File: config.mk
export PLATFORM = sky130hd
export DESIGN_NAME = cale_exec
export DESIGN_NICKNAME = d
export VERILOG_FILES = /design/src/rtl/cale_pkg.sv /design/src/rtl/cale_exec.sv
export SDC_FILE = /design/constraint.sdc
export NUM_CORES = 1
export LEC_CHECK = 0
export BUFFER_PORTS_ARGS = -buffer_cell sky130_fd_sc_hd__buf_2
export CORE_MARGIN = 4
export CORE_UTILIZATION = 32
export CTS_CLUSTER_SIZE = 20
export DETAILED_ROUTE_END_ITERATION = 8
export PLACE_DENSITY_LB_ADDON = 0.25
export SLEW_MARGIN = 10
export SYNTH_ARGS = -nofsm -noshare
export SYNTH_HDL_FRONTEND = slang
export SYNTH_SLANG_ARGS = --single-unit
File: constraint.sdc
create_clock -name clk -period 2.85 [get_ports clk]
set_input_delay 0.57 -clock clk [delete_from_list [all_inputs] [get_ports clk]]
set_output_delay 0.57 -clock clk [all_outputs]
set_load 0.02 [all_outputs]
File: src/rtl/cale_pkg.sv
// Shared types and constants for the arithmetic, logic and branch execution block.
package cale_pkg;

	// =====================================================================
	// Operation codes
	typedef enum logic [5:0] {
		op_add_regs, op_add_carry, op_add_imm_word, op_sub_regs, op_sub_imm,
		op_sub_regs_with_carry, op_sub_imm_with_carry, op_sub_imm_word,
		op_conj_regs, op_conj_imm, op_disj_regs, op_disj_imm, op_xor_regs,
		op_ones_complement, op_twos_complement, op_set_bits_mask, op_clear_bits_mask,
		op_increment_reg, op_decrement_reg, op_test_zero_minus, op_clear_reg,
		op_set_reg_all_ones, op_mult_unsigned, op_mult_signed, op_mult_signed_unsigned,
		op_frac_mult_unsigned, op_frac_mult_signed, op_frac_mult_signed_unsigned,
		op_relative_jump, op_pointer_jump, op_direct_jump, op_relative_subcall,
		op_pointer_subcall, op_direct_subcall, op_sub_return, op_interrupt_return
	} cale_op_t;

	// =====================================================================
	// Execution states
	typedef enum logic [1:0] {
		st_idle = 2'b01,
		st_busy = 2'b10
	} cale_state_t;

	// =====================================================================
	// Constants and cycle counts
	localparam logic [7:0] ALL_ONES   = 8'hff;
	localparam logic [7:0] ALL_ZEROS  = 8'h00;
	localparam logic [7:0] MOST_NEG   = 8'h80;
	localparam logic [7:0] MOST_POS   = 8'h7f;
	localparam int         WORD_IMM_W = 6;
	localparam int         OFFSET_W   = 12;
	localparam logic [2:0] CYC_ALU    = 3'h1;
	localparam logic [2:0] CYC_WORD   = 3'h2;
	localparam logic [2:0] CYC_MUL    = 3'h2;
	localparam logic [2:0] CYC_JUMP   = 3'h2;
	localparam logic [2:0] CYC_DJUMP  = 3'h3;
	localparam logic [2:0] CYC_CALL   = 3'h3;
	localparam logic [2:0] CYC_DCALL  = 3'h4;
	localparam logic [2:0] CYC_RETURN = 3'h4;

	// =====================================================================
	// Carriers
	typedef struct packed {
		logic i, t, h, s, v, n, z, c;
	} cale_sreg_t;

	typedef struct packed {
		logic [7:0] r;
		logic       c, h, v;
	} cale_alu_t;

	typedef struct packed {
		cale_op_t              op;
		logic [7:0]            rd, src_reg, imm;
		logic [15:0]           word, pc, zptr, addr, stack;
		logic [OFFSET_W-1:0]   offset;
		cale_sreg_t            sreg;
	} cale_req_t;

	typedef struct packed {
		logic [15:0] result;
		cale_sreg_t  sreg;
		logic        reg_wr, pair_wr, prod_wr, pc_wr, push_wr;
		logic [15:0] pc_target, push_addr;
	} cale_res_t;

endpackage

File: src/rtl/cale_exec.sv
// Execution datapath: arithmetic, logic, multiply, jump, call and return.
`timescale 1ns/10ps

module cale_exec (
	input  wire logic               clk,
	input  wire logic               reset,
	input  wire logic               start,
	input  wire cale_pkg::cale_req_t req,
	output logic                    ready,
	output logic                    done,
	output cale_pkg::cale_res_t     res
);

	// =====================================================================
	// Flag helpers
	function automatic cale_pkg::cale_alu_t add8(input logic [7:0] d, input logic [7:0] s,
		input logic ci);
		cale_pkg::cale_alu_t a;
		logic [8:0]          w;
		w   = {1'b0, d} + {1'b0, s} + {8'h00, ci};
		a.r = w[7:0];
		a.c = w[8];
		a.h = (d[3] & s[3]) | (s[3] & ~a.r[3]) | (~a.r[3] & d[3]);
		a.v = (d[7] & s[7] & ~a.r[7]) | (~d[7] & ~s[7] & a.r[7]);
		return a;
	endfunction

	function automatic cale_pkg::cale_alu_t sub8(input logic [7:0] d, input logic [7:0] s,
		input logic ci);
		cale_pkg::cale_alu_t a;
		logic [8:0]          w;
		w   = {1'b0, d} - {1'b0, s} - {8'h00, ci};
		a.r = w[7:0];
		a.c = w[8];
		a.h = (~d[3] & s[3]) | (s[3] & a.r[3]) | (a.r[3] & ~d[3]);
		a.v = (d[7] & ~s[7] & ~a.r[7]) | (~d[7] & s[7] & a.r[7]);
		return a;
	endfunction

	// Applies Z C N V H; chained subtracts only keep Z when it was already set.
	function automatic cale_pkg::cale_sreg_t arith_fl(input cale_pkg::cale_sreg_t f,
		input cale_pkg::cale_alu_t a, input logic chain);
		cale_pkg::cale_sreg_t o;
		o   = f;
		o.c = a.c;
		o.h = a.h;
		o.v = a.v;
		o.n = a.r[7];
		o.z = (a.r == cale_pkg::ALL_ZEROS) & (~chain | f.z);
		return o;
	endfunction

	// Applies Z N and the given V, leaving C and H alone.
	function automatic cale_pkg::cale_sreg_t znv_fl(input cale_pkg::cale_sreg_t f,
		input logic [7:0] r, input logic v);
		cale_pkg::cale_sreg_t o;
		o   = f;
		o.z = (r == cale_pkg::ALL_ZEROS);
		o.n = r[7];
		o.v = v;
		return o;
	endfunction

	// =====================================================================
	// Operation decode and result calculation
	cale_pkg::cale_res_t   nx;
	cale_pkg::cale_alu_t   ar;
	logic [2:0]            cyc;
	logic [7:0]            src;
	logic [7:0]            lr;
	logic [15:0]           wr;
	logic [15:0]           rel_target;
	logic signed [17:0]    prod;
	logic [15:0]           pr;
	logic                  sa, sb;

	// Register or immediate second operand, relative target and the product.
	always_comb begin
		src = req.src_reg;
		if (req.op inside {cale_pkg::op_sub_imm, cale_pkg::op_sub_imm_with_carry,
			cale_pkg::op_conj_imm, cale_pkg::op_disj_imm}) begin
			src = req.imm;
		end
		rel_target = 16'(req.pc + {{(16 - cale_pkg::OFFSET_W){req.offset[11]}}, req.offset}
			+ 16'h0001);
		sa = req.op inside {cale_pkg::op_mult_signed, cale_pkg::op_mult_signed_unsigned,
			cale_pkg::op_frac_mult_signed, cale_pkg::op_frac_mult_signed_unsigned};
		sb = req.op inside {cale_pkg::op_mult_signed, cale_pkg::op_frac_mult_signed};
		prod = $signed({sa & req.rd[7], req.rd}) *
			$signed({sb & req.src_reg[7], req.src_reg});
		pr = prod[15:0];
	end

	// Result, flags, write enables and cycle count of the requested operation.
	always_comb begin
		nx      = '0;
		nx.sreg = req.sreg;
		cyc     = cale_pkg::CYC_ALU;
		ar      = '0;
		lr      = '0;
		wr      = '0;
		case (req.op)
			cale_pkg::op_add_regs, cale_pkg::op_add_carry: begin
				ar = add8(req.rd, req.src_reg,
					(req.op == cale_pkg::op_add_carry) & req.sreg.c);
				nx.sreg = arith_fl(req.sreg, ar, 1'b0);
			end
			cale_pkg::op_sub_regs, cale_pkg::op_sub_imm: begin
				ar = sub8(req.rd, src, 1'b0);
				nx.sreg = arith_fl(req.sreg, ar, 1'b0);
			end
			cale_pkg::op_sub_regs_with_carry, cale_pkg::op_sub_imm_with_carry: begin
				ar = sub8(req.rd, src, req.sreg.c);
				nx.sreg = arith_fl(req.sreg, ar, 1'b1);
			end
			cale_pkg::op_twos_complement: begin
				ar = sub8(cale_pkg::ALL_ZEROS, req.rd, 1'b0);
				nx.sreg = arith_fl(req.sreg, ar, 1'b0);
			end
			default: ;
		endcase
		case (req.op)
			cale_pkg::op_conj_regs, cale_pkg::op_conj_imm, cale_pkg::op_test_zero_minus:
				lr = req.rd & ((req.op == cale_pkg::op_test_zero_minus) ? req.rd : src);
			cale_pkg::op_disj_regs, cale_pkg::op_disj_imm: lr = req.rd | src;
			cale_pkg::op_xor_regs: lr = req.rd ^ req.src_reg;
			cale_pkg::op_clear_reg: lr = req.rd ^ req.rd;
			cale_pkg::op_set_bits_mask: lr = req.rd | req.imm;
			cale_pkg::op_clear_bits_mask: lr = req.rd & (cale_pkg::ALL_ONES - req.imm);
			cale_pkg::op_increment_reg: lr = 8'(req.rd + 8'h01);
			cale_pkg::op_decrement_reg: lr = 8'(req.rd - 8'h01);
			cale_pkg::op_ones_complement: lr = cale_pkg::ALL_ONES - req.rd;
			cale_pkg::op_set_reg_all_ones: lr = cale_pkg::ALL_ONES;
			default: lr = ar.r;
		endcase
		case (req.op)
			cale_pkg::op_add_regs, cale_pkg::op_add_carry, cale_pkg::op_sub_regs,
			cale_pkg::op_sub_imm, cale_pkg::op_sub_regs_with_carry,
			cale_pkg::op_sub_imm_with_carry, cale_pkg::op_twos_complement,
			cale_pkg::op_set_reg_all_ones: begin
				nx.result = {8'h00, lr};
				nx.reg_wr = 1'b1;
			end
			cale_pkg::op_conj_regs, cale_pkg::op_conj_imm, cale_pkg::op_disj_regs,
			cale_pkg::op_disj_imm, cale_pkg::op_xor_regs, cale_pkg::op_test_zero_minus,
			cale_pkg::op_clear_reg, cale_pkg::op_set_bits_mask,
			cale_pkg::op_clear_bits_mask: begin
				nx.result = {8'h00, lr};
				nx.reg_wr = 1'b1;
				nx.sreg = znv_fl(req.sreg, lr, 1'b0);
			end
			cale_pkg::op_increment_reg, cale_pkg::op_decrement_reg: begin
				nx.result = {8'h00, lr};
				nx.reg_wr = 1'b1;
				nx.sreg = znv_fl(req.sreg, lr, (req.op == cale_pkg::op_increment_reg) ?
					(lr == cale_pkg::MOST_NEG) : (lr == cale_pkg::MOST_POS));
			end
			cale_pkg::op_ones_complement: begin
				nx.result = {8'h00, lr};
				nx.reg_wr = 1'b1;
				nx.sreg = znv_fl(req.sreg, lr, 1'b0);
				nx.sreg.c = 1'b1;
			end
			cale_pkg::op_add_imm_word, cale_pkg::op_sub_imm_word: begin
				cyc = cale_pkg::CYC_WORD;
				if (req.op == cale_pkg::op_add_imm_word) begin
					wr = 16'(req.word + {10'h000, req.imm[cale_pkg::WORD_IMM_W-1:0]});
					nx.sreg.v = ~req.word[15] & wr[15];
					nx.sreg.c = ~wr[15] & req.word[15];
				end else begin
					wr = 16'(req.word - {10'h000, req.imm[cale_pkg::WORD_IMM_W-1:0]});
					nx.sreg.v = req.word[15] & ~wr[15];
					nx.sreg.c = wr[15] & ~req.word[15];
				end
				nx.sreg.n = wr[15];
				nx.sreg.z = (wr == 16'h0000);
				nx.sreg.s = wr[15] ^ nx.sreg.v;
				nx.result = wr;
				nx.pair_wr = 1'b1;
			end
			cale_pkg::op_mult_unsigned, cale_pkg::op_mult_signed,
			cale_pkg::op_mult_signed_unsigned: begin
				cyc = cale_pkg::CYC_MUL;
				nx.result = pr;
				nx.prod_wr = 1'b1;
				nx.sreg.c = pr[15];
				nx.sreg.z = (pr == 16'h0000);
			end
			cale_pkg::op_frac_mult_unsigned, cale_pkg::op_frac_mult_signed,
			cale_pkg::op_frac_mult_signed_unsigned: begin
				cyc = cale_pkg::CYC_MUL;
				nx.result = {pr[14:0], 1'b0};
				nx.prod_wr = 1'b1;
				nx.sreg.c = pr[15];
				nx.sreg.z = ({pr[14:0], 1'b0} == 16'h0000);
			end
			cale_pkg::op_relative_jump, cale_pkg::op_pointer_jump,
			cale_pkg::op_direct_jump: begin
				nx.pc_wr = 1'b1;
				cyc = (req.op == cale_pkg::op_direct_jump) ? cale_pkg::CYC_DJUMP :
					cale_pkg::CYC_JUMP;
				nx.pc_target = (req.op == cale_pkg::op_relative_jump) ? rel_target :
					(req.op == cale_pkg::op_pointer_jump) ? req.zptr : req.addr;
			end
			cale_pkg::op_relative_subcall, cale_pkg::op_pointer_subcall,
			cale_pkg::op_direct_subcall: begin
				nx.pc_wr = 1'b1;
				nx.push_wr = 1'b1;
				cyc = (req.op == cale_pkg::op_direct_subcall) ? cale_pkg::CYC_DCALL :
					cale_pkg::CYC_CALL;
				nx.pc_target = (req.op == cale_pkg::op_relative_subcall) ? rel_target :
					(req.op == cale_pkg::op_pointer_subcall) ? req.zptr : req.addr;
				// Direct call is two words long, so it returns one word further on.
				nx.push_addr = (req.op == cale_pkg::op_direct_subcall) ?
					16'(req.pc + 16'h0002) : 16'(req.pc + 16'h0001);
			end
			cale_pkg::op_sub_return, cale_pkg::op_interrupt_return: begin
				cyc = cale_pkg::CYC_RETURN;
				nx.pc_wr = 1'b1;
				nx.pc_target = req.stack;
				if (req.op == cale_pkg::op_interrupt_return) begin
					nx.sreg.i = 1'b1;
				end
			end
			default: ;
		endcase
	end

	// =====================================================================
	// Sequencing
	cale_pkg::cale_state_t state_reg;
	logic [2:0]            cnt_reg;
	cale_pkg::cale_res_t   res_reg;
	logic                  take;

	// A new request is accepted while idle or in the final cycle of the previous one.
	assign done  = (state_reg == cale_pkg::st_busy) && (cnt_reg == 3'h1);
	assign ready = (state_reg == cale_pkg::st_idle) || done;
	assign take  = start && ready;

	// State and remaining cycle count.
	always_ff @(posedge clk or posedge reset) begin
		if (reset) begin
			state_reg <= cale_pkg::st_idle;
			cnt_reg   <= 3'h0;
		end else begin
			case (state_reg)
				cale_pkg::st_idle: begin
					if (take) begin
						state_reg <= cale_pkg::st_busy;
						cnt_reg   <= cyc;
					end
				end
				cale_pkg::st_busy: begin
					if (take) begin
						cnt_reg <= cyc;
					end else if (done) begin
						state_reg <= cale_pkg::st_idle;
						cnt_reg   <= 3'h0;
					end else begin
						cnt_reg <= 3'(cnt_reg - 3'h1);
					end
				end
				default: state_reg <= cale_pkg::st_idle;
			endcase
		end
	end

	// Results are captured when the request is taken and held until the next one.
	always_ff @(posedge clk or posedge reset) begin
		if (reset) begin
			res_reg <= '0;
		end else if (take) begin
			res_reg <= nx;
		end
	end

	// Write strobes only show in the completing cycle.
	always_comb begin
		res         = res_reg;
		res.reg_wr  = res_reg.reg_wr & done;
		res.pair_wr = res_reg.pair_wr & done;
		res.prod_wr = res_reg.prod_wr & done;
		res.pc_wr   = res_reg.pc_wr & done;
		res.push_wr = res_reg.push_wr & done;
	end
endmodule

==> impl_metrics.tcl, run 1 <==
set metrics [dict create \
    seq_area_frac_synth_pct 14.2 \
    p_leak_uw 0.00842 \
    clockRootBuffer "clkbuf_16" \
    internal-power_uw 4850 \
    async_reset_ff_share_pct 100 \
    synth-simple-area-share_pct 21.9 \
    r2r_cells 10 \
    drt_iter0_drc 1378 \
    worstMarginPinSlew_ns 0.841 \
    syn2layout_area_growth_pct 51.0 \
    crit_path_start_kind "input pin" \
    ys_types 84 \
    tritoncts "done" \
    p_sw_share_pct 43.6 \
    hold_violations 0 \
    drcViolationCount 0 \
    maxCapViolCount 0 \
    hpwl_um 42100 \
    cp.required_ns 3.06 \
    drv_slew 0 \
    fin_crit_sh_pct 197 \
    dp.cells 2435 \
    r2r-start "cnt_reg[1]$_DFFE_PP0P_" \
    grt_max_degree 47 \
    syn-num-nets 1815 \
    largest_register_ffs 61 \
    finalSetupTns_ns -38.31 \
    yosysTopAreaCellShare_pct 13.9 \
    cts-buffers-inserted 9 \
    clock_skew_ns 0.0179 \
    path_clk_slew_ns 0.06 \
    crit_fanout 4 \
    worst_slack_ns -2.76 \
    start_util_pct 32.7 \
    grt_usage_pct 24.7 \
    status "finished, violations left" \
    final_util_pct 49.3 \
    synthAdderAreaFrac_pct 23.0 \
    vias_per_cell 5.43 \
    violations "setup timing" \
    core_um2 35700 \
    hold_class "input pin to asynchronous set/reset pin" \
    rsz0062_at_grt "true" \
    ys.warnings.count 0 \
    end_kind "flop" \
    cts_sinks 66 \
    grt-ovfl-total 0 \
    vias 13600 \
    routedWlPerCell_um 20.7 \
    ys_seq_elements 66 \
    routed_wl_um 51900 \
    synth_area_um2 11700 \
    yosysMostFrequentCell "nand2_1" \
    clk_latency_ns 0.35 \
    yosys.area.top_type "dfrtp_1" \
    yosys-top-cells-count "nand2_1, inv_1, nor2_1" \
    nets 2348 \
    ir_drop_uv 416 \
    hold_slack_ns 0.248 \
    dieArea_um2 39600 \
    synth_compound_area_share_pct 23.7 \
    finalNonFillerCells 2510 \
    synth_ff_type "dfrtp_1" \
    power_density_nw_per_um2 488 \
    r2r-end "res[26]$_DFFE_PP0P_" \
    synthTopCellsByArea "dfrtp_1, fa_1, ha_1" \
    final.min_clock_period_ns 5.61 \
    htree_levels 3 \
    reg2reg_slack_ns 0.23 \
    synth_enable_flop_cells 0 \
    antenna_found_initial 0 \
    worstPathArrival_ns 5.82 \
    io_buffers 195 \
    diodes 0 \
    die_x_um 199 \
    netlist_instances 1511 \
    synthMuxAreaShare_pct 0.514 \
    pwr-share-clk_pct 15.6 \
    ant_nets 0 \
    max_freq_ghz 0.178 \
    grt_pass1_wl_um 76000 \
    netSwitchingPower_uw 3750 \
    avgSynthCellArea_um2 7.73 \
    critPathKind "input pin to flop" \
    synth_top_family_by_area "compound AO/OA/AOI/OAI gates" \
    power_frac_comb_pct 68.9 \
    dr.pass1.iters 9 \
    dieHeight_um 199 \
    gp_congestion 0.985 \
    p_seq_share_pct 15.5 \
    clockBufferDepth 2 \
    critPathLaunch "req[126]" \
    finalSetupViolations 21 \
    grt_pass1_vias 13100 \
    drive_above_1_share_pct 41.0 \
    synthXorXnorAreaFrac_pct 6.27 \
    num_rows 69 \
    maxSlewHeadroom_pct 43.7 \
    ios 196 \
]
[worst max-delay path by stage]
stage | end
final | res[58]$_DFFE_PP0P_
after global routing | res[58]$_DFFE_PP0P_
after CTS | res[38]$_DFFE_PP0P_
after detailed placement | res[38]$_DFFE_PP0P_
after global placement | res[38]$_DFFE_PP0P_
after floorplan | res[38]$_DFFE_PP0P_
[placed cells by master (no fill, tap or decap), types with 16 or more instances in the layout]
master      n
nor2_1    104
o21ai_1    16
a21oi_1    66
buf_4     410
and2_1     35
nand3_1    37
nor2b_1    16
xnor2_1    39
buf_6      31
fa_1       64
nand2_1   150
dfrtp_1    65
o21ai_0    79
inv_1     121
xor2_1     31
nor3_1     27
nand2b_1   26
buf_2     182
a222oi_1   18
ha_1       85
[per-layer routing]
metal  vias to the layer above  track usage [%]  wire, um
met3                        90             5.76      4080
met2                       564             38.4     23700
met1                      6614             34.5     22700
met4                         0             6.81      1380
met5                         -                0         0
li1                       6370                -         -
[through the flow]
stage | worst slack [ns] | area, um^2 | total power, uW
finish | -2.76 | 17600 | 8600
global route | -2.92 | 17600 | 9220
CTS | -2.83 | 16800 | 8270
detailed placement | -3.28 | 15800 | 6420
global placement | -3.19 | 15800 | 6340
floorplan | -3.06 | 12100 | 4440
[area by class of cell]
type                            count  area [um^2]
Clock inverter                      7          125
Timing Repair Buffer              646         4770
Tap cell                          461          577
Multi-Input combinational cell   1185         9760
Clock buffer                        9          225
Fill cell                        3507        18100
Sequential cell                    66         1650
Inverter                          136          526
[critical path, stage by stage]
cell and delay (ns):
buf_8 0.09, nor2b_4 0.16, a21oi_2 0.07, o22ai_1 0.13, and3_4 0.25, nand2_4 0.06
fa_1 0.47, fa_1 0.54, inv_2 0.04, fa_1 0.48, fa_1 0.50, inv_2 0.04
fa_1 0.51, inv_2 0.05, ha_4 0.23, o21a_1 0.18, o31a_1 0.14, nor3_1 0.19
o21bai_1 0.08, a21o_1 0.19, buf_6 0.13, xor2_4 0.18, buf_6 0.12, a222oi_1 0.30
o21ai_1 0.12
[kinds of logic (layout without fill, tap and decap cells)]
family | after synthesis | after routing
AND/OR/NAND/NOR | 515 | 515
AO/OA/AOI/OAI | 411 | 411
buffers and inverters | 260 | 798
adder cells (fa/ha/maj) | 171 | 171
XOR/XNOR | 82 | 82
flip-flops | 66 | 66
multiplexers | 6 | 6
[power groups by stage]
stage	Sequential (uW)	Clock, uW	Combinational [uW]
after detailed placement	1360	0	5070
after CTS	1340	1360	5570
after global routing	1370	1400	6450
after global placement	1350	0	4990
after floorplan	1300	0	3140
final	1340	1340	5930
[timing repair]
item,CTS,global route
pin swaps,35,67
endpoints found under the setup margin,25,26
gates resized for setup,82,142
setup buffers,29,27
hold buffers,0,0
gates cloned,3,3
No activity file was read; power rests on OpenSTA's default activity.
==> inputs of run 2 (changes only) <==
Settings changed: ABC_AREA set to 1.
==> run 2 against run 1 <==
The flow still finishes with violations (setup timing). Register-to-register slack better by 0.03 ns. Routed wire length up 4.2%. Count of clock-buffer cells in the layout unchanged. Via count up 13%. Final cell count up 25%. Critical path type unchanged. Critical endpoint is now res[38]$_DFFE_PP0P_. Largest power group unchanged. Highest routed layer is now met5.
==> impl_metrics.tcl, run 2 <==
set metrics [dict create \
    cpMostUsedCell "fa_1" \
    num_rows 72 \
    cpPeakStageDelay_ns 0.52 \
    hold_buffers 0 \
    synth_enable_flop_cells 0 \
    antenna_found_initial 6 \
    p_leak_uw 0.0106 \
    yosysTopAreaCellShare_pct 17.3 \
    hold_class "input pin to asynchronous set/reset pin" \
    path_clk_slew_ns 0.06 \
    max_freq_ghz 0.188 \
    dieHeight_um 207 \
    hold_violations 0 \
    grt-ovfl-total 0 \
    netSwitchingPower_uw 4290 \
    dr.pass1.iters 5 \
    critPathBufInv 9 \
    ys.warnings.count 0 \
    drcViolationCount 0 \
    p_seq_share_pct 15.4 \
    grt_usage_pct 24.0 \
    cpLargestDelayFamily "adder cells" \
    p_sw_share_pct 46.9 \
    synthTopCellsByArea "nand2_1, dfrtp_1, fa_1" \
    grt_pass1_wl_um 83700 \
    nets 2923 \
    tritoncts "done" \
    ys_seq_elements 66 \
    dieArea_um2 42900 \
    yosys-top-cells-count "nand2_1, inv_1, nor2_1" \
    cts-buffers-inserted 9 \
    internal-power_uw 4850 \
    drv_slew 0 \
    rsz0062_at_grt "true" \
    ios 196 \
    gp_congestion 0.973 \
    status "finished, violations left" \
    maxSlewHeadroom_pct 55.1 \
    power_frac_comb_pct 72.0 \
    grt_pass1_vias 15500 \
    clockRootBuffer "clkbuf_16" \
    violations "setup timing" \
    layout_common_cells "nand2_1, buf_4, inv_1, buf_2, nor2_1" \
    hold_slack_ns 0.313 \
    yosysMostFrequentCell "nand2_1" \
    grt_max_degree 41 \
    largest_register_ffs 61 \
    ant_nets 0 \
    ys_types 60 \
    routedWlPerCell_um 17.2 \
    core_um2 38900 \
    io_buffers 195 \
    maxCapViolCount 0 \
    synth_ff_type "dfrtp_1" \
    fin_crit_sh_pct 186 \
    cp.required_ns 3.09 \
    hpwl_um 45600 \
    die_x_um 207 \
    drive_above_1_share_pct 35.7 \
    worst_slack_ns -2.46 \
    pwr-share-clk_pct 12.6 \
    finalSetupViolations 20 \
    vias 15500 \
    vias_per_cell 4.92 \
    place_area_um2 17200 \
    drt_iter0_drc 1210 \
    avgSynthCellArea_um2 6.21 \
    power_density_nw_per_um2 479 \
    ir_drop_uv 372 \
    seq_area_frac_synth_pct 13.0 \
    clockBufferDepth 2 \
    critPathKind "input pin to flop" \
    synth_area_um2 12700 \
    syn-num-nets 2345 \
    worstPathArrival_ns 5.55 \
    critPathSlowestCell "fa_1" \
    routed_wl_um 54100 \
    layout_commonest_cell "nand2_1" \
    syn2layout_area_growth_pct 50.8 \
    crit_fanout 5 \
    async_reset_ff_share_pct 100 \
    crit_path_start_kind "input pin" \
    clock_skew_ns 0.00827 \
    pre_cts_ws_ns -2.93 \
    final_cell_area_um2 19100 \
    start_util_pct 32.6 \
    netlist_instances 2041 \
    htree_levels 3 \
    yosys.area.top_type "nand2_1" \
    final.min_clock_period_ns 5.31 \
    cts_sinks 66 \
    end_kind "flop" \
    clk_latency_ns 0.35 \
    worstMarginPinSlew_ns 0.667 \
]
==> run 2: cell count changes after synthesis, sizes merged, moves of 18 or more <==
cell / before / now
nand2: 166 / 592
inv: 136 / 375
nand3: 37 / 143
nor2: 112 / 164
and2: 39 / 1
nand4: 10 / 48
xnor2: 44 / 13
nand2b: 30 / 0
nor2b: 21 / 0
a222oi: 18 / 0
==> run 2: metrics by stage <==
step / setup TNS, ns / total power [uW] / utilization [%] / cells
CTS: -28.09 / 8710 / 47.4 / 3121
global route: -33.07 / 9830 / 49.1 / 3147
detailed placement: -40.13 / 7070 / 44.3 / 3067
floorplan: -27.96 / 4880 / - / 2041
global placement: -38.53 / 6990 / 44.3 / 3067
finish: -29.76 / 9150 / 49.1 / 3147
==> run 2: layout make-up <==
type                    instances  area [um^2]
multi-input cells            1493        10100
inverters                     376         1440
repair buffers                673         4950
flip-flops and latches         66         1650
well taps                     518          648
clock buffers                   9          225
diodes                          5         12.5
fillers                      4009        19800
clock inverters                 7         78.8
==> run 2: power groups by stage <==
stage / logic, uW / clock network [uW] / registers [uW]
2_1_floorplan: 3530 / 0 / 1350
3_3_place_gp: 5580 / 0 / 1410
3_5_place_dp: 5660 / 0 / 1420
4_1_cts: 6130 / 1170 / 1400
5_1_grt: 7180 / 1210 / 1440
6_report: 6580 / 1160 / 1410
==> run 2: worst paths after layout <==
check / startpoint / endpoint / slack [ns] / cells after the start
min in group clk: req[6] / res[43]$_DFFE_PP0P_ / 0.43 / 3
worst min register to register: res[28]$_DFFE_PP0P_ / res[28]$_DFFE_PP0P_ / 0.47 / 1
worst min-delay path: reset / res[43]$_DFFE_PP0P_ / 0.31 / 2
max in group asynchronous: reset / state_reg[0]$_DFFE_PP1P_ / 1.81 / 3
worst max register to register: cnt_reg[1]$_DFFE_PP0P_ / res[24]$_DFFE_PP0P_ / 0.26 / 14
worst max-delay path: req[127] / res[38]$_DFFE_PP0P_ / -2.46 / 34
==> run 2: cells by family (layout without fill, tap and decap cells) <==
kind of cell / count (synthesis) / after routing / share of synthesized area (%)
muxes: 2 / 2 / 0.158
and+or+nand+nor: 1001 / 1001 / 33.8
xor gates and xnor gates: 34 / 34 / 2.35
buffers and inverters: 482 / 1065 / 16.2
AOI/OAI and AO/OA: 285 / 285 / 13.3
adders and majority gates: 171 / 171 / 21.1
DFF: 66 / 66 / 13.0
other: 0 / 5 / 0
==> run 2: timing repair <==
| action | CTS | global route |
|---|---|---|
| endpoints found under the setup margin | 22 | 22 |
| gates resized for setup | 146 | 118 |
| pin swaps | 75 | 87 |
| gates cloned | 1 | 0 |
| setup buffers | 41 | 23 |
==> run 2: routing by layer <==
metal	global-route usage, %	vias to the layer above	part of all wire (%)
met5	0	-	0.024
met4	7.98	2	3.6
met3	2.89	105	5.0
met2	41.1	462	48
met1	31.5	7290	44
li1	-	7617	-
